## src/logic/fieldbus_cfg_pkg.sv

```systemverilog
// shared constants and types for the fieldbus configuration link
package fieldbus_cfg_pkg;
  localparam int unsigned CLK_HZ = 125_000_000;
  localparam int unsigned CLK_PERIOD_NS = 1_000_000_000 / CLK_HZ;
  localparam int unsigned WDOG_UNIT_MS = 100;
  localparam int unsigned WDOG_UNIT_CYCLES = CLK_HZ / 1000 * WDOG_UNIT_MS;
  localparam int unsigned RSP_WAIT_NS = 128;
  localparam int unsigned RSP_WAIT_CYCLES = RSP_WAIT_NS / CLK_PERIOD_NS;

  localparam int ADDR_W = 6;
  localparam int RATE_W = 11;
  localparam int FRM_W = 2;
  localparam int WDOG_W = 6;
  localparam int LOSS_W = 2;
  localparam int SEL_W = 3;
  localparam int IDX_W = 4;
  localparam int KIND_W = 2;
  localparam int REG_W = 4;

  typedef logic [15:0] word_t;
  typedef logic [ADDR_W-1:0] addr_t;
  typedef logic [RATE_W-1:0] rate_t;

  localparam addr_t NODE_MAX = 6'h3F;
  localparam addr_t NODE_DEF = 6'h01;
  // can rate in kbps, serial rate in units of 100 bps
  localparam rate_t CAN_MIN = 11'h07D;
  localparam rate_t CAN_MAX = 11'h3E8;
  localparam rate_t CAN_DEF = 11'h1F4;
  localparam rate_t SER_MIN = 11'h060;
  localparam rate_t SER_MAX = 11'h480;
  localparam rate_t SER_DEF = 11'h480;

  localparam logic [FRM_W-1:0] FRM_NONE_1 = 2'h0;
  localparam logic [FRM_W-1:0] FRM_NONE_2 = 2'h1;
  localparam logic [FRM_W-1:0] FRM_ODD_1 = 2'h2;
  localparam logic [FRM_W-1:0] FRM_EVEN_1 = 2'h3;

  // watchdog period in tenths of a second
  localparam logic [WDOG_W-1:0] WDOG_MAX = 6'h32;
  localparam logic [WDOG_W-1:0] WDOG_DEF = 6'h14;

  localparam logic [LOSS_W-1:0] LOSS_TRIP_COAST = 2'h0;
  localparam logic [LOSS_W-1:0] LOSS_RAMP_TRIP = 2'h1;
  localparam logic [LOSS_W-1:0] LOSS_RAMP_ONLY = 2'h2;
  localparam logic [LOSS_W-1:0] LOSS_PRESET8 = 2'h3;

  localparam logic RAMP_INTERNAL = 1'b0;
  localparam logic RAMP_FIELDBUS = 1'b1;

  localparam logic [SEL_W-1:0] W4_TORQUE = 3'h0;
  localparam logic [SEL_W-1:0] W4_POWER = 3'h1;
  localparam logic [SEL_W-1:0] W4_DIGIN = 3'h2;
  localparam logic [SEL_W-1:0] W4_ANALOG2 = 3'h3;
  localparam logic [SEL_W-1:0] W4_HEATSINK = 3'h4;

  localparam word_t TORQUE_FULL = 16'h07D0;
  localparam word_t ANALOG_FULL = 16'h03E8;
  localparam word_t HEAT_FULL = 16'h03E8;

  localparam logic [IDX_W-1:0] PAR_NODE = 4'h1;
  localparam logic [IDX_W-1:0] PAR_CAN = 4'h2;
  localparam logic [IDX_W-1:0] PAR_SERIAL = 4'h3;
  localparam logic [IDX_W-1:0] PAR_FRAMING = 4'h4;
  localparam logic [IDX_W-1:0] PAR_WDOG = 4'h5;
  localparam logic [IDX_W-1:0] PAR_LOSS = 4'h6;
  localparam logic [IDX_W-1:0] PAR_RAMP = 4'h7;
  localparam logic [IDX_W-1:0] PAR_WORD4 = 4'h8;

  localparam logic [KIND_W-1:0] TG_CYCLIC = 2'h0;
  localparam logic [KIND_W-1:0] TG_WRITE = 2'h1;
  localparam logic [KIND_W-1:0] TG_READ = 2'h2;

  localparam logic [REG_W-1:0] REG_CTRL = 4'h0;
  localparam logic [REG_W-1:0] REG_ADDR = 4'h1;
  localparam logic [REG_W-1:0] REG_CMD = 4'h2;
  localparam logic [REG_W-1:0] REG_DATA0 = 4'h3;
  localparam logic [REG_W-1:0] REG_DATA1 = 4'h4;
  localparam logic [REG_W-1:0] REG_LINK = 4'h5;
  localparam logic [REG_W-1:0] REG_RSPDATA = 4'h6;
  localparam logic [REG_W-1:0] REG_RSPWORD4 = 4'h7;
  localparam logic [REG_W-1:0] REG_STATUS = 4'h8;
  localparam logic [REG_W-1:0] REG_MASK = 4'h9;

  localparam int CMD_IDX_LSB = 4;
  localparam int LINK_FRM_LSB = 12;
  localparam int LINK_CAN_BIT = 15;
  localparam int ST_W = 3;
  localparam int ST_DONE = 0;
  localparam int ST_NAK = 1;
  localparam int ST_NOREPLY = 2;
  localparam int ST_BUSY_BIT = 15;
endpackage

```

## src/logic/fieldbus_link_if.sv

```systemverilog
// telegram link between the network master and the drive
`timescale 1ns/1ps
interface fieldbus_link_if (
  input wire logic clk
);
  import fieldbus_cfg_pkg::*;
  logic tgValid;
  logic [KIND_W-1:0] tgKind;
  addr_t tgAddr;
  logic [IDX_W-1:0] tgIndex;
  word_t tgData0;
  word_t tgData1;
  logic tgCanMode;
  rate_t tgRate;
  logic [FRM_W-1:0] tgFraming;
  logic rspValid;
  logic rspNak;
  word_t rspData;
  word_t rspWord4;

  modport device (
    input clk, tgValid, tgKind, tgAddr, tgIndex, tgData0, tgData1, tgCanMode, tgRate,
    tgFraming,
    output rspValid, rspNak, rspData, rspWord4
  );
  modport master (
    input clk, rspValid, rspNak, rspData, rspWord4,
    output tgValid, tgKind, tgAddr, tgIndex, tgData0, tgData1, tgCanMode, tgRate,
    tgFraming
  );
endinterface

```

## src/logic/comms_watchdog.sv

```systemverilog
// communications-loss timer counted in tenths of a second
`timescale 1ns/1ps
module comms_watchdog #(
  parameter int unsigned UNIT_CYC = fieldbus_cfg_pkg::WDOG_UNIT_CYCLES
) (
  input wire logic clk,
  input wire logic srst,
  input wire logic kick,
  input wire logic [fieldbus_cfg_pkg::WDOG_W-1:0] period,
  output logic loss
);
  import fieldbus_cfg_pkg::*;
  localparam int CW = $clog2(UNIT_CYC + 1);
  localparam logic [CW-1:0] CYC_LAST = CW'(UNIT_CYC - 1);

  logic [CW-1:0] cyc_q;
  logic [WDOG_W-1:0] units_q;
  logic loss_q;
  logic unitEnd;

  assign unitEnd = cyc_q == CYC_LAST;
  assign loss = loss_q;

  always_ff @(posedge clk) begin
    if (srst || kick || period == '0 || loss_q) begin
      cyc_q <= '0;
    end else if (unitEnd) begin
      cyc_q <= '0;
    end else begin
      cyc_q <= cyc_q + 1'b1;
    end
  end

  always_ff @(posedge clk) begin
    if (srst || kick || period == '0 || loss_q) begin
      units_q <= '0;
    end else if (unitEnd) begin
      units_q <= units_q + 1'b1;
    end
  end

  always_ff @(posedge clk) begin
    if (srst || period == '0) begin
      loss_q <= 1'b0;
    end else if (kick) begin
      loss_q <= 1'b0;
    end else if (unitEnd && units_q + 1'b1 == period) begin
      loss_q <= 1'b1;
    end
  end
endmodule // comms_watchdog

```

## src/logic/fieldbus_comms_device.sv

```systemverilog
// drive end: comms settings, loss watchdog and reaction, output word 4
//
// Implementation choices: strobed register access and the register offsets.
`timescale 1ns/1ps
module fieldbus_comms_device #(
  parameter int unsigned WDOG_UNIT_CYC = fieldbus_cfg_pkg::WDOG_UNIT_CYCLES
) (
  input wire logic clk,
  input wire logic srst,
  fieldbus_link_if.device link,
  input wire logic faultReset,
  input wire logic motorStopped,
  input wire fieldbus_cfg_pkg::word_t outputTorque,
  input wire fieldbus_cfg_pkg::word_t outputPower,
  input wire fieldbus_cfg_pkg::word_t digitalInputs,
  input wire fieldbus_cfg_pkg::word_t analogInput2,
  input wire fieldbus_cfg_pkg::word_t heatsinkTemp,
  input wire fieldbus_cfg_pkg::word_t accelRampTime,
  input wire fieldbus_cfg_pkg::word_t decelRampTime,
  output fieldbus_cfg_pkg::addr_t nodeAddressSetting,
  output fieldbus_cfg_pkg::rate_t canBitrateSetting,
  output fieldbus_cfg_pkg::rate_t serialBitrateSetting,
  output logic [fieldbus_cfg_pkg::FRM_W-1:0] serialFramingSetting,
  output logic commsLoss,
  output logic tripOut,
  output logic coastStop,
  output logic rampStop,
  output logic presetSpeed8Run,
  output fieldbus_cfg_pkg::word_t accelRamp,
  output fieldbus_cfg_pkg::word_t decelRamp
);
  import fieldbus_cfg_pkg::*;

  typedef enum logic [4:0] {
    ST_RUN = 5'b00001,
    ST_TRIPPED = 5'b00010,
    ST_RAMP_TRIP = 5'b00100,
    ST_RAMP_ONLY = 5'b01000,
    ST_PRESET = 5'b10000
  } react_e;

  addr_t node_q;
  rate_t canRate_q;
  rate_t serRate_q;
  logic [FRM_W-1:0] framing_q;
  logic [WDOG_W-1:0] wdogPeriod_q;
  logic [LOSS_W-1:0] lossReaction_q;
  logic rampSource_q;
  logic [SEL_W-1:0] word4Select_q;
  word_t fbAccel_q;
  word_t fbDecel_q;
  word_t accel_q;
  word_t decel_q;
  logic rspValid_q;
  logic rspNak_q;
  word_t rspData_q;
  word_t rspWord4_q;
  react_e state_q;
  react_e state_d;
  logic trip_q;
  logic coast_q;
  logic rampStop_q;
  logic preset_q;
  logic loss;
  logic lossPrev_q;
  logic lossRise;
  logic addrHit;
  logic linkMatch;
  logic tgGood;
  logic isWrite;
  logic isRead;
  logic wrOk;

  function automatic word_t sat(input word_t v, input word_t full);
    sat = (v > full) ? full : v;
  endfunction

  function automatic logic inRange(input logic [IDX_W-1:0] idx, input word_t d);
    case (idx)
      PAR_NODE: inRange = d <= 16'(NODE_MAX);
      PAR_CAN: inRange = d >= 16'(CAN_MIN) && d <= 16'(CAN_MAX);
      PAR_SERIAL: inRange = d >= 16'(SER_MIN) && d <= 16'(SER_MAX);
      PAR_FRAMING: inRange = d <= 16'(FRM_EVEN_1);
      PAR_WDOG: inRange = d <= 16'(WDOG_MAX);
      PAR_LOSS: inRange = d <= 16'(LOSS_PRESET8);
      PAR_RAMP: inRange = d <= 16'(RAMP_FIELDBUS);
      PAR_WORD4: inRange = d <= 16'(W4_HEATSINK);
      default: inRange = 1'b0;
    endcase
  endfunction

  function automatic logic knownIdx(input logic [IDX_W-1:0] idx);
    knownIdx = idx >= PAR_NODE && idx <= PAR_WORD4;
  endfunction

  assign addrHit = link.tgAddr == node_q;
  // a telegram at the wrong rate, or at the wrong framing on the serial link, is noise to this node
  assign linkMatch = link.tgCanMode ? (link.tgRate == canRate_q)
                                    : (link.tgRate == serRate_q
                                       && link.tgFraming == framing_q);
  assign tgGood = link.tgValid && addrHit && linkMatch
                  && (link.tgKind == TG_CYCLIC || link.tgKind == TG_WRITE
                      || link.tgKind == TG_READ);
  assign isWrite = tgGood && link.tgKind == TG_WRITE;
  assign isRead = tgGood && link.tgKind == TG_READ;
  assign wrOk = inRange(link.tgIndex, link.tgData0);

  always_ff @(posedge clk) begin
    if (srst) begin
      node_q <= NODE_DEF;
      canRate_q <= CAN_DEF;
      serRate_q <= SER_DEF;
      framing_q <= FRM_NONE_1;
      wdogPeriod_q <= WDOG_DEF;
      lossReaction_q <= LOSS_TRIP_COAST;
      rampSource_q <= RAMP_INTERNAL;
      word4Select_q <= W4_TORQUE;
    end else if (isWrite && wrOk) begin
      case (link.tgIndex)
        PAR_NODE: node_q <= link.tgData0[ADDR_W-1:0];
        PAR_CAN: canRate_q <= link.tgData0[RATE_W-1:0];
        PAR_SERIAL: serRate_q <= link.tgData0[RATE_W-1:0];
        PAR_FRAMING: framing_q <= link.tgData0[FRM_W-1:0];
        PAR_WDOG: wdogPeriod_q <= link.tgData0[WDOG_W-1:0];
        PAR_LOSS: lossReaction_q <= link.tgData0[LOSS_W-1:0];
        PAR_RAMP: rampSource_q <= link.tgData0[0];
        PAR_WORD4: word4Select_q <= link.tgData0[SEL_W-1:0];
        default: ;
      endcase
    end
  end

  // cyclic telegrams carry the fieldbus ramp times
  always_ff @(posedge clk) begin
    if (srst) begin
      fbAccel_q <= '0;
      fbDecel_q <= '0;
    end else if (tgGood && link.tgKind == TG_CYCLIC) begin
      fbAccel_q <= link.tgData0;
      fbDecel_q <= link.tgData1;
    end
  end

  always_ff @(posedge clk) begin
    if (srst) begin
      accel_q <= '0;
      decel_q <= '0;
    end else begin
      accel_q <= (rampSource_q == RAMP_FIELDBUS) ? fbAccel_q : accelRampTime;
      decel_q <= (rampSource_q == RAMP_FIELDBUS) ? fbDecel_q : decelRampTime;
    end
  end

  always_ff @(posedge clk) begin
    if (srst) begin
      rspValid_q <= 1'b0;
      rspNak_q <= 1'b0;
      rspData_q <= '0;
    end else begin
      rspValid_q <= tgGood;
      rspNak_q <= (isWrite && !wrOk) || (isRead && !knownIdx(link.tgIndex));
      rspData_q <= '0;
      if (isRead) begin
        case (link.tgIndex)
          PAR_NODE: rspData_q <= 16'(node_q);
          PAR_CAN: rspData_q <= 16'(canRate_q);
          PAR_SERIAL: rspData_q <= 16'(serRate_q);
          PAR_FRAMING: rspData_q <= 16'(framing_q);
          PAR_WDOG: rspData_q <= 16'(wdogPeriod_q);
          PAR_LOSS: rspData_q <= 16'(lossReaction_q);
          PAR_RAMP: rspData_q <= 16'(rampSource_q);
          PAR_WORD4: rspData_q <= 16'(word4Select_q);
          default: rspData_q <= '0;
        endcase
      end
    end
  end

  always_ff @(posedge clk) begin
    if (srst) begin
      rspWord4_q <= '0;
    end else begin
      case (word4Select_q)
        W4_TORQUE: rspWord4_q <= sat(outputTorque, TORQUE_FULL);
        W4_POWER: rspWord4_q <= outputPower;
        W4_DIGIN: rspWord4_q <= digitalInputs;
        W4_ANALOG2: rspWord4_q <= sat(analogInput2, ANALOG_FULL);
        W4_HEATSINK: rspWord4_q <= sat(heatsinkTemp, HEAT_FULL);
        default: rspWord4_q <= '0;
      endcase
    end
  end

  comms_watchdog #(
    .UNIT_CYC(WDOG_UNIT_CYC)
  ) watchdog (
    .clk(clk),
    .srst(srst),
    .kick(tgGood),
    .period(wdogPeriod_q),
    .loss(loss)
  );

  always_ff @(posedge clk) begin
    if (srst) begin
      lossPrev_q <= 1'b0;
    end else begin
      lossPrev_q <= loss;
    end
  end

  assign lossRise = loss && !lossPrev_q;

  always_comb begin
    state_d = state_q;
    unique case (state_q)
      ST_RUN: begin
        if (lossRise) begin
          unique case (lossReaction_q)
            LOSS_TRIP_COAST: state_d = ST_TRIPPED;
            LOSS_RAMP_TRIP: state_d = ST_RAMP_TRIP;
            LOSS_RAMP_ONLY: state_d = ST_RAMP_ONLY;
            LOSS_PRESET8: state_d = ST_PRESET;
          endcase
        end
      end
      ST_RAMP_TRIP: begin
        if (motorStopped) begin
          state_d = ST_TRIPPED;
        end
      end
      ST_TRIPPED: begin
        // a trip only clears by reset once the link is healthy again
        if (faultReset && !loss) begin
          state_d = ST_RUN;
        end
      end
      ST_RAMP_ONLY, ST_PRESET: begin
        if (!loss) begin
          state_d = ST_RUN;
        end
      end
    endcase
  end

  always_ff @(posedge clk) begin
    if (srst) begin
      state_q <= ST_RUN;
      trip_q <= 1'b0;
      coast_q <= 1'b0;
      rampStop_q <= 1'b0;
      preset_q <= 1'b0;
    end else begin
      state_q <= state_d;
      trip_q <= state_d == ST_TRIPPED;
      coast_q <= state_d == ST_TRIPPED;
      rampStop_q <= state_d == ST_RAMP_TRIP || state_d == ST_RAMP_ONLY;
      preset_q <= state_d == ST_PRESET;
    end
  end

  assign link.rspValid = rspValid_q;
  assign link.rspNak = rspNak_q;
  assign link.rspData = rspData_q;
  assign link.rspWord4 = rspWord4_q;
  assign nodeAddressSetting = node_q;
  assign canBitrateSetting = canRate_q;
  assign serialBitrateSetting = serRate_q;
  assign serialFramingSetting = framing_q;
  assign commsLoss = loss;
  assign tripOut = trip_q;
  assign coastStop = coast_q;
  assign rampStop = rampStop_q;
  assign presetSpeed8Run = preset_q;
  assign accelRamp = accel_q;
  assign decelRamp = decel_q;
endmodule // fieldbus_comms_device

```

## src/flat_wrapper.sv

```systemverilog
// flat-port wrapper written by rule: the top's interface ports become plain ports
module fieldbus_comms_device_flat import fieldbus_cfg_pkg::*;
#(
  parameter int unsigned WDOG_UNIT_CYC = fieldbus_cfg_pkg::WDOG_UNIT_CYCLES
)
  (clk, srst, faultReset, motorStopped, outputTorque, outputPower, digitalInputs, analogInput2, heatsinkTemp, accelRampTime, decelRampTime, nodeAddressSetting, canBitrateSetting, serialBitrateSetting, serialFramingSetting, commsLoss, tripOut, coastStop, rampStop, presetSpeed8Run, accelRamp, decelRamp, link_tgValid, link_tgKind, link_tgAddr, link_tgIndex, link_tgData0, link_tgData1, link_tgCanMode, link_tgRate, link_tgFraming, link_rspValid, link_rspNak, link_rspData, link_rspWord4);
  fieldbus_link_if link_i (.clk(clk));
  input wire logic clk;
  input wire logic srst;
  input wire logic faultReset;
  input wire logic motorStopped;
  input wire fieldbus_cfg_pkg::word_t outputTorque;
  input wire fieldbus_cfg_pkg::word_t outputPower;
  input wire fieldbus_cfg_pkg::word_t digitalInputs;
  input wire fieldbus_cfg_pkg::word_t analogInput2;
  input wire fieldbus_cfg_pkg::word_t heatsinkTemp;
  input wire fieldbus_cfg_pkg::word_t accelRampTime;
  input wire fieldbus_cfg_pkg::word_t decelRampTime;
  output fieldbus_cfg_pkg::addr_t nodeAddressSetting;
  output fieldbus_cfg_pkg::rate_t canBitrateSetting;
  output fieldbus_cfg_pkg::rate_t serialBitrateSetting;
  output logic [fieldbus_cfg_pkg::FRM_W-1:0] serialFramingSetting;
  output logic commsLoss;
  output logic tripOut;
  output logic coastStop;
  output logic rampStop;
  output logic presetSpeed8Run;
  output fieldbus_cfg_pkg::word_t accelRamp;
  output fieldbus_cfg_pkg::word_t decelRamp;
  input wire logic [$bits(link_i.tgValid)-1:0] link_tgValid;
  input wire logic [$bits(link_i.tgKind)-1:0] link_tgKind;
  input wire logic [$bits(link_i.tgAddr)-1:0] link_tgAddr;
  input wire logic [$bits(link_i.tgIndex)-1:0] link_tgIndex;
  input wire logic [$bits(link_i.tgData0)-1:0] link_tgData0;
  input wire logic [$bits(link_i.tgData1)-1:0] link_tgData1;
  input wire logic [$bits(link_i.tgCanMode)-1:0] link_tgCanMode;
  input wire logic [$bits(link_i.tgRate)-1:0] link_tgRate;
  input wire logic [$bits(link_i.tgFraming)-1:0] link_tgFraming;
  output wire logic [$bits(link_i.rspValid)-1:0] link_rspValid;
  output wire logic [$bits(link_i.rspNak)-1:0] link_rspNak;
  output wire logic [$bits(link_i.rspData)-1:0] link_rspData;
  output wire logic [$bits(link_i.rspWord4)-1:0] link_rspWord4;
  assign link_i.tgValid = link_tgValid;
  assign link_i.tgKind = link_tgKind;
  assign link_i.tgAddr = link_tgAddr;
  assign link_i.tgIndex = link_tgIndex;
  assign link_i.tgData0 = link_tgData0;
  assign link_i.tgData1 = link_tgData1;
  assign link_i.tgCanMode = link_tgCanMode;
  assign link_i.tgRate = link_tgRate;
  assign link_i.tgFraming = link_tgFraming;
  assign link_rspValid = link_i.rspValid;
  assign link_rspNak = link_i.rspNak;
  assign link_rspData = link_i.rspData;
  assign link_rspWord4 = link_i.rspWord4;
  fieldbus_comms_device #(.WDOG_UNIT_CYC(WDOG_UNIT_CYC)) u_core (.clk(clk), .srst(srst), .link(link_i), .faultReset(faultReset), .motorStopped(motorStopped), .outputTorque(outputTorque), .outputPower(outputPower), .digitalInputs(digitalInputs), .analogInput2(analogInput2), .heatsinkTemp(heatsinkTemp), .accelRampTime(accelRampTime), .decelRampTime(decelRampTime), .nodeAddressSetting(nodeAddressSetting), .canBitrateSetting(canBitrateSetting), .serialBitrateSetting(serialBitrateSetting), .serialFramingSetting(serialFramingSetting), .commsLoss(commsLoss), .tripOut(tripOut), .coastStop(coastStop), .rampStop(rampStop), .presetSpeed8Run(presetSpeed8Run), .accelRamp(accelRamp), .decelRamp(decelRamp));
endmodule
```

## config.mk

```make
export PLATFORM = sky130hd
export DESIGN_NAME = fieldbus_comms_device_flat
export DESIGN_NICKNAME = d
export VERILOG_FILES = /design/src/logic/fieldbus_cfg_pkg.sv /design/src/logic/fieldbus_link_if.sv /design/src/logic/comms_watchdog.sv /design/src/logic/fieldbus_comms_device.sv /design/src/flat_wrapper.sv
export SDC_FILE = /design/constraint.sdc
export NUM_CORES = 1
export LEC_CHECK = 0
export BUFFER_PORTS_ARGS = -buffer_cell sky130_fd_sc_hd__buf_2
export CAP_MARGIN = 10
export CORE_ASPECT_RATIO = 1.75
export CORE_MARGIN = 2
export CORE_UTILIZATION = 44
export CTS_BUF_LIST = sky130_fd_sc_hd__clkbuf_8
export CTS_CLUSTER_DIAMETER = 150
export CTS_CLUSTER_SIZE = 20
export DETAILED_ROUTE_END_ITERATION = 10
export PLACE_DENSITY = 0.78
export SLEW_MARGIN = 20
export SYNTH_ARGS = -nofsm -noshare
export SYNTH_HDL_FRONTEND = slang
export SYNTH_HIERARCHICAL = 1
export SYNTH_SLANG_ARGS = --single-unit
```

## constraint.sdc

```tcl
create_clock -name clk -period 3.3 [get_ports clk]
set_clock_uncertainty 0.2 [all_clocks]
set_input_delay 0.165 -clock clk [delete_from_list [all_inputs] [get_ports clk]]
set_output_delay 0.165 -clock clk [all_outputs]
set_load 0.01 [all_outputs]
```

# Word-level counts from Yosys, hierarchy flattened
# Cells that the tools add are included.
[totals]
ff_bits = 180
input_bits = 175
[op_classes]
add_sub_neg = 2
magnitude_cmp = 14
n_eq_ne = 32
mux = 15
bitwise = 1
n_reduce_logical = 45
[ops]
columns = ["operator", "n"]
rows = [
  ["one-hot mux 11 bit (8 select lines)", 1],
  ["two-way mux 16 bit", 5],
  ["one-hot mux 16 bit (5 select lines)", 1],
  ["one-hot mux 5 bit (4 select lines)", 2],
  [">= comparator 16 x 7 -> 1 bit (second input constant)", 2],
  ["> comparator 16 x 10 -> 1 bit (second input constant)", 2],
  ["less-or-equal comparator 16 x 6 -> 1 bit (second input constant)", 2],
  ["adder 24 x 1 -> 24 bit (second input constant)", 1],
  ["equality test 24 bit (second input constant)", 1],
  ["equality test 11 bit", 2],
  ["two-way mux 5 bit", 4],
  ["equality test 4 x 3 -> 1 bit (second input constant)", 4],
  ["> comparator 16 x 11 -> 1 bit (second input constant)", 1],
  ["less-or-equal comparator 16 x 1 -> 1 bit (second input constant)", 1],
  ["less-or-equal comparator 16 x 10 -> 1 bit (second input constant)", 1],
  ["less-or-equal comparator 16 x 11 -> 1 bit (second input constant)", 1],
  ["less-or-equal comparator 16 x 2 -> 1 bit (second input constant)", 1],
  ["less-or-equal comparator 16 x 3 -> 1 bit (second input constant)", 1],
  ["logical AND 1 bit", 16],
  ["AND reduction 2 bit", 8],
  ["equality test 6 bit", 2],
  ["equality test 5 x 2 -> 1 bit (second input constant)", 2],
  ["equality test 5 x 3 -> 1 bit (second input constant)", 2],
  ["equality test 5 x 4 -> 1 bit (second input constant)", 2],
  ["other kinds (23)", 44],
]

# Longest topological paths before layout
# Gate-level depths: netlist of the first run.
[depth]
ltp_word = 9
depth_mapped = 9

# By module
# The synthesis of the first run kept the hierarchy.
[by_module_without_submodules]
columns = ["mod", "instances", "cells_per_inst", "area_each_um2", "seq_area_each_um2"]
rows = [
  ["fieldbus_comms_device", 1, 720, 6764.0, 2882.8],
  ["comms_watchdog", 1, 191, 1596.5, 620.6],
]

# Least setup slack after synthesis of the first run
# Ideal clock, no wire load.
[synth_timing]
path_kind = "register -> register"
from = "register u_core.watchdog.cyc_q[14]"
to = "register u_core.watchdog.units_q[5]"
setup_ns = 0.070
arrival_time_ns = 2.109
required_ns = 3.030
path_slack_ns = 0.921
path_stages_with_launch = 6
synth_period_minus_slack_ns = 2.379
cell_sequence = "dfxtp_1 > or4b_4 > or4_1 > buf_2 > or4_1 > a21oi_1"
[synth_between]
elab_chain_len = 1
[synth_rtl]
columns = ["element", "line", "source"]
rows = [
  ["start, declared", "comms_watchdog.sv:16", "logic [CW-1:0] cyc_q;"],
  ["start signal, assigned", "comms_watchdog.sv:30", "cyc_q <= cyc_q + 1'b1;"],
  ["equality test 24 bit", "comms_watchdog.sv:21", "assign unitEnd = cyc_q == CYC_LAST;"],
  ["end signal, assigned", "comms_watchdog.sv:38", "units_q <= units_q + 1'b1;"],
  ["end, declared", "comms_watchdog.sv:17", "logic [WDOG_W-1:0] units_q;"],
]
# No other way between the ends.
# A chain may end at the register's enable or synchronous reset.

# Worst setup path after layout of the first run
[layout_timing]
from = "register u_core.word4Select_q[2]"
to = "register u_core.rspWord4_q[1], in the netlist u_core/link.rspWord4[1]"
[layout_between]
elab_chain_len = 2
word_cells_on_any_way = 6
[layout_rtl]
columns = ["element", "line", "source"]
rows = [
  ["start, declared", "fieldbus_comms_device.sv:49", "logic [SEL_W-1:0] word4Select_q;"],
  ["start signal, assigned", "fieldbus_comms_device.sv:127", "PAR_WORD4: word4Select_q <= link.tgData0[SEL_W-1:0];"],
  ["equality test 3 bit (tied with other cells)", "fieldbus_comms_device.sv:183", "case (word4Select_q)"],
  ["one-hot mux 16 bit (5 select lines) (*)", "fieldbus_comms_device.sv:183", ""],
  ["end signal, assigned", "fieldbus_comms_device.sv:184", "W4_TORQUE: rspWord4_q <= sat(outputTorque, TORQUE_FULL);"],
  ["end signal, assigned", "fieldbus_comms_device.sv:185", "W4_POWER: rspWord4_q <= outputPower;"],
  ["end signal, assigned", "fieldbus_comms_device.sv:186", "W4_DIGIN: rspWord4_q <= digitalInputs;"],
  ["end, declared", "fieldbus_comms_device.sv:57", "word_t rspWord4_q;"],
]
# Mark *: on every way between the ends. The rest lies on a longest branch, timed or not.

==> results of run 1 <==
-- state kept, by name (all words and copies together) (netlist names), 16 cells and up --
register               cells
u_core/decelRamp          16
u_core/link.rspWord4      16
u_core/fbAccel_q          16
u_core/accelRamp          16
u_core/fbDecel_q          16
u_core/watchdog/cyc_q     24
-- worst register-to-register path, delay by kind of cell (launching register included) --
kind,cells,cell delay (ns)
buffers and inverters,2,1.20
flip-flops,1,0.60
AO/OA/AOI/OAI,2,0.33
AND/OR/NAND/NOR,2,0.57
-- area by class of cell --
class,count,area (sq um),area share [%]
Clock buffer,17,234.0,2.033
Inverter,16,60.06,0.5220
Sequential cell,175,3505,30.46
Timing Repair Buffer,400,2595,22.55
Multi-Input combinational cell,665,4587,39.87
Tap cell,238,297.8,2.588
Clock inverter,15,227.7,1.979
-- metal layers --
metal	routed length [um]	GRT usage [%]
met2	14660	50.41
met4	1700	17.06
met3	2042	5.623
met5	0	0
met1	9645	26.67
-- timing repair --
| item | CTS | global route |
|---|---|---|
| hold endpoints to repair | 109 | 0 |
| hold buffers | 106 | 0 |
| setup endpoints to repair | 0 | 6 |
| buffers inserted | 0 | 8 |
| gates resized for setup | 0 | 2 |
-- power by group --
| group | internal [mW] | switching (mW) |
|---|---|---|
| combinational | 0.222 | 0.216 |
| clock | 0.913 | 0.814 |
| sequential | 2.14 | 0.0103 |
-- logic make-up (layout without fill, tap and decap cells) --
group / count (synthesis) / count (layout) / share of synthesized area, %
and+or+nand+nor: 328 / 328 / 20.58
DFF: 175 / 175 / 41.90
AOI/OAI and AO/OA: 168 / 168 / 14.40
muxes: 111 / 111 / 13.38
buffers and inverters: 75 / 448 / 4.056
xor gates and xnor gates: 51 / 51 / 5.343
adders and majority gates: 2 / 2 / 0.2993
other: 1 / 5 / 0.04485
-- per-stage QoR --
| stage | instance area, sq um | cells | hold slack (ns) | utilization [%] |
|---|---|---|---|---|
| after global placement | 9911 | 1380 | 0.1960 | 53.34 |
| after floorplan | 8376 | 915 | 0.1089 | - |
| after global routing | 11510 | 1526 | 0.04787 | 61.93 |
| final | 11510 | 1526 | 0.01868 | 61.93 |
| after detailed placement | 9911 | 1380 | 0.2042 | 53.34 |
| after CTS | 11430 | 1518 | 0.009571 | 61.54 |
-- placed cells by master (no fill, tap or decap), drive strengths merged, types with 12 or more instances in the layout --
cell / instances
a21oi: 36
a22oi: 25
buf: 294
clkbuf: 17
dfxtp: 175
dlygate4sd3: 106
inv: 23
mux2i: 105
nand2: 28
nand2b: 45
nand3: 16
nand4: 13
nor2: 131
nor3: 16
nor4: 17
o21ai: 32
o31ai: 12
or4: 14
xnor2: 29
xor2: 22
-- worst min-delay path by stage --
stage	slack, ns	to	from
after floorplan	0.11	u_core/accelRamp[0]$_SDFF_PP0_	accelRampTime[0]
after global placement	0.20	u_core/accelRamp[1]$_SDFF_PP0_	accelRampTime[1]
after detailed placement	0.20	u_core/accelRamp[12]$_SDFF_PP0_	accelRampTime[12]
after CTS	0.01	u_core/state_q[3]$_SDFF_PP0_	srst
after global routing	0.05	u_core/link.rspData[1]$_SDFF_PP0_	link_tgIndex[0]
final	0.02	u_core/state_q[3]$_SDFF_PP0_	srst
==> impl_metrics.csv, run 1 <==
group,metric,value,unit
setup_path,crit_family,"buffers and inverters",
layout,nets,1452,
synthesis,synth.avg_cell_area,9.177,sq um
floorplanning,rows,66,
setup_path,start_kind,"flip-flop",
clocking,cts_tree,"yes",
global_route,grt_pass1_vias,8721,
sta,tns,0,ns
setup_path,cp-end-kind,"flip-flop",
drt,vias_per_cell,5.652,
clocking,clkLatencyLatePin,0.47,ns
sta,fmax,331.6,MHz
global_route,grt_overflow,0,
sta,rsz0062_at_grt,"no",
setup_path,cp_num_cells,6,
clocking,clkTransAtPathRegs,0.10,ns
placement,place.gp.congestion,0.9636,
synthesis,synth_async_sr_flop_share,0,%
setup_path,slowest_stage,"dlygate4sd3_1",
layout,areaGrowthSynthToFinish,37.62,%
global_route,antenna_found_initial,0,
setup_path,worst-setup-path-type,"reg2reg",
drt,wl,28.05,mm
sta,period_needed,3.016,ns
layout,drive_gt1_share,27.72,%
synthesis,synth.top_cell.area_share,41.90,%
global_route,grt_pass1_wl,43.16,mm
setup_path,cp.arrival,3.17,ns
synthesis,synth_edf_count,0,
pwr,peakVddDrop,0.0002544,V
sta,final_hold_viol_count,0,
placement,place_hpwl,19.54,mm
synthesis,ys_warn_count,6,
worst_hold_path,min_path_cells,2,
synthesis,yosysTopAreaCell,"dfxtp_1",
synthesis,synth_most_common_cell,"dfxtp_1",
placement,io_buffers,270,
synthesis,seq_area_frac_synth,41.90,%
setup_path,rrSetupSlack,0.28,ns
clocking,clockBufferDepth,2,
outcome,status,"complete, no violations",
setup_path,worstPathRequired,3.45,ns
layout,fill_cells,1522,
drt,drt_iter0_markers,573,
synthesis,synthFlopType,"dfxtp_1",
pwr,powerDensity,374.9,nW/um^2
sta,drv_slew,0,
floorplanning,ios,276,
pwr,power,4.313,mW
synthesis,ys_seq_elements,175,
placement,dp_slack,0.5321,ns
synthesis,synthCells,911,
floorplanning,dieArea,20160,sq um
synthesis,synth_area_leaders,"dfxtp_1, mux2i_1, nor2_1",
sta,relSlewSlack,50.91,%
global_route,grt_max_degree,83,
pwr,leakage,5.001,nW
floorplanning,die_h,186.4,um
setup_path,cp-startpoint,"u_core/word4Select_q[2]$_SDFFE_PP0P_",
drt,num_vias,8625,
clocking,cts_made_buffers,17,
setup_path,r2r-end,"u_core/link.rspWord4[1]$_SDFF_PP0_",
setup_path,crit_chain,"and3b_1 -> and4_1 -> a222oi_1 -> dlygate4sd3_1 -> a21oi_1 -> dlygate4sd3_1",
setup_path,max_stage_delay,0.62,ns
layout,antenna_cells,0,
floorplanning,start_util,45.00,%
clocking,numClockSinks,175,
setup_path,r2r-start,"u_core/word4Select_q[2]$_SDFFE_PP0P_",
drt,drc,0,
synthesis,yosys-top-cells-count,"dfxtp_1, nor2_1, mux2i_1",
sta,setup_violations,0,
worst_hold_path,hold_path_class,"in2reg",
sta,max_slew.worst_pin.slew,0.7296,ns
flow_run,cap_violations,0,
sta,worst_slack,0.2844,ns
drt,dr.pass1.iters,5,
setup_path,cp-endpoint,"u_core/link.rspWord4[1]$_SDFF_PP0_",
sta,finalCritPeriodShare,91.38,%
synthesis,syn_area,8361,sq um
floorplanning,die_w,108.2,um
clocking,htree_levels,4,
drt,ant_nets,0,
floorplanning,core-area,18580,sq um
synthesis,synth_cell_types,77,
setup_path,path_max_fanout,9,
clocking,cts-root-buf,"clkbuf_8",
setup_path,cpMostUsedCell,"dlygate4sd3_1",
setup_path,crit_buf_inv,2,
drt,avgRoutedWirePerCell,18.38,um
global_route,grt_usage,27.24,%
setup_path,worst_r2r_path_depth,6,
Note: power is estimated with default switching activity, not from simulation.
==> inputs of run 2 (changes only) <==
--- a/config.mk
+++ b/config.mk
@@ -15,6 +15,7 @@
 export CTS_CLUSTER_SIZE = 20
 export DETAILED_ROUTE_END_ITERATION = 10
 export PLACE_DENSITY = 0.78
+export SETUP_SLACK_MARGIN = 0.4
 export SLEW_MARGIN = 20
 export SYNTH_ARGS = -nofsm -noshare
 export SYNTH_HDL_FRONTEND = slang
==> run 2 against run 1 <==
- first-iteration DRC count increased by 5.4%
- sequential share of layout area decreased by 0.069 points
- utilization increased by 0.14 points
- cell count about the same
- via count decreased by 0.30%
- register-to-register slack improved by 0.25 ns
- count of clock-buffer cells in the layout unchanged
- critical path depth unchanged
- wire length increased by 1.4%
- largest power group unchanged
==> impl_metrics.csv, run 2 (synthesis gave the netlist of run 1 again) <==
group,metric,value,unit
outcome,status,"complete, no violations",
global_route,grt_pass1_vias,8848,
sta,relSlewSlack,49.29,%
pwr,leakage,4.976,nW
drt,wl,28.43,mm
sta,rsz0062_at_grt,"no",
setup_path,cp.arrival,2.93,ns
layout,nets,1451,
global_route,grt_pass1_wl,43.99,mm
layout,drive_gt1_share,27.35,%
clocking,numClockSinks,175,
drt,drc,0,
drt,avgRoutedWirePerCell,18.64,um
layout,seq_area,3505,sq um
placement,dp_slack,0.5321,ns
worst_hold_path,hold_path_class,"in2reg",
global_route,grt.met3_usage,6.357,%
drt,dr.pass1.iters,7,
clocking,clkLatencyLatePin,0.47,ns
setup_path,path_max_fanout,9,
drt,num_vias,8599,
clocking,cts-root-buf,"clkbuf_8",
sta,fmax,362.1,MHz
placement,place_area,9911,sq um
sta,setup_violations,0,
global_route,grt_max_degree,83,
sta,finalCritPeriodShare,83.69,%
setup_path,cp-end-kind,"flip-flop",
floorplanning,core-area,18580,sq um
global_route,busiest_layer,"met2",
floorplanning,start_util,45.00,%
floorplanning,rows,66,
placement,place.gp.congestion,0.9636,
global_route,antenna_found_initial,0,
layout,antenna_cells,0,
sta,tns,0,ns
layout,layout_commonest_cell,"buf_2",
drt,drt_iter0_markers,604,
floorplanning,die_w,108.2,um
setup_path,start_kind,"flip-flop",
clocking,clockBufferDepth,2,
sta,worst_slack,0.5382,ns
sta,drv_slew,0,
layout,design_area,11530,sq um
placement,place_hpwl,19.54,mm
layout,fill_cells,1510,
flow_run,cap_violations,0,
global_route,grt_usage,27.73,%
sta,period_needed,2.762,ns
floorplanning,die_h,186.4,um
layout,final_cell_mix,"buf_2, dfxtp_1, nor2_1",
floorplanning,dieArea,20160,sq um
setup_path,worst-setup-path-type,"reg2reg",
pwr,powerDensity,375.0,nW/um^2
layout,largest-register,"u_core/watchdog/cyc_q",
clocking,cts_tree,"yes",
global_route,grt_overflow,0,
global_route,gr-usage-met1,26.87,%
pwr,power,4.325,mW
sta,max_slew.worst_pin.slew,0.7599,ns
setup_path,worstPathRequired,3.47,ns
drt,ant_nets,0,
clocking,clkTransAtPathRegs,0.09,ns
floorplanning,ios,276,
placement,io_buffers,270,
layout,multi_input_area,4603,sq um
layout,largest_reg_flops,24,
pwr,peakVddDrop,0.0002556,V
clocking,cts_made_buffers,17,
global_route,grt_use_met2,50.48,%
layout,areaGrowthSynthToFinish,37.94,%
sta,final_hold_viol_count,0,
clocking,htree_levels,4,
drt,vias_per_cell,5.639,
## run 2: changes by cell type in the layout (fill, tap and decap cells not counted), sizes merged
cell and change:
buf -8, dlygate4sd3 +7
## run 2: area by class of cell
class	instances	area share (%)
Tap cell	238	2.582
Timing Repair Buffer	399	22.59
Clock inverter	15	1.975
Clock buffer	17	2.029
Multi-Input combinational cell	665	39.92
Inverter	16	0.5208
Sequential cell	175	30.39
## run 2: worst paths after layout
check / cells after the start / from / to / slack, ns
hold reg to reg: 1 / u_core/watchdog/cyc_q[0]$_SDFF_PP0_ / u_core/watchdog/cyc_q[0]$_SDFF_PP0_ / 0.28
setup reg to reg: 6 / u_core/serialFramingSetting[1]$_SDFFE_PP0P_ / u_core/link.rspData[3]$_SDFF_PP0_ / 0.54
setup / recovery: 6 / u_core/serialFramingSetting[1]$_SDFFE_PP0P_ / u_core/link.rspData[3]$_SDFF_PP0_ / 0.54
hold / removal: 2 / srst / u_core/state_q[3]$_SDFF_PP0_ / 0.02
## run 2: timing repair
action                     4_1_cts  5_1_grt
buffers inserted                 0        0
hold endpoints to repair       109        0
hold buffers                   113        0
resized for setup                0        5
setup endpoints to repair        0       32
## run 2: critical path, stage by stage (launching register included)
cell and delay [ns]:
dfxtp_1 0.36, xor2_1 0.21, nor4_1 0.32, and4_1 0.37, o21ai_1 0.17, or4_1 0.78, a21oi_1 0.27
## run 2: layer usage
metal | vias to the layer above | wire length, um
li1 | 4015 | -
met1 | 3983 | 9676
met2 | 480 | 14680
met3 | 121 | 2184
met4 | 0 | 1890
met5 | - | 0
## run 2: per-stage QoR
step	utilization [%]	hold WS [ns]	cells
2_1_floorplan	-	0.1089	915
3_3_place_gp	53.34	0.1960	1380
6_report	62.07	0.02086	1525
5_1_grt	62.07	0.04788	1525
3_5_place_dp	53.34	0.2042	1380
4_1_cts	61.91	0.009571	1525
## run 2: report_power, final
| group | switching, mW | total (mW) | internal (mW) |
|---|---|---|---|
| registers | 0.0105 | 2.15 | 2.14 |
| clock network | 0.816 | 1.73 | 0.913 |
| logic | 0.219 | 0.446 | 0.228 |
| total | 1.05 | 4.32 | 3.28 |
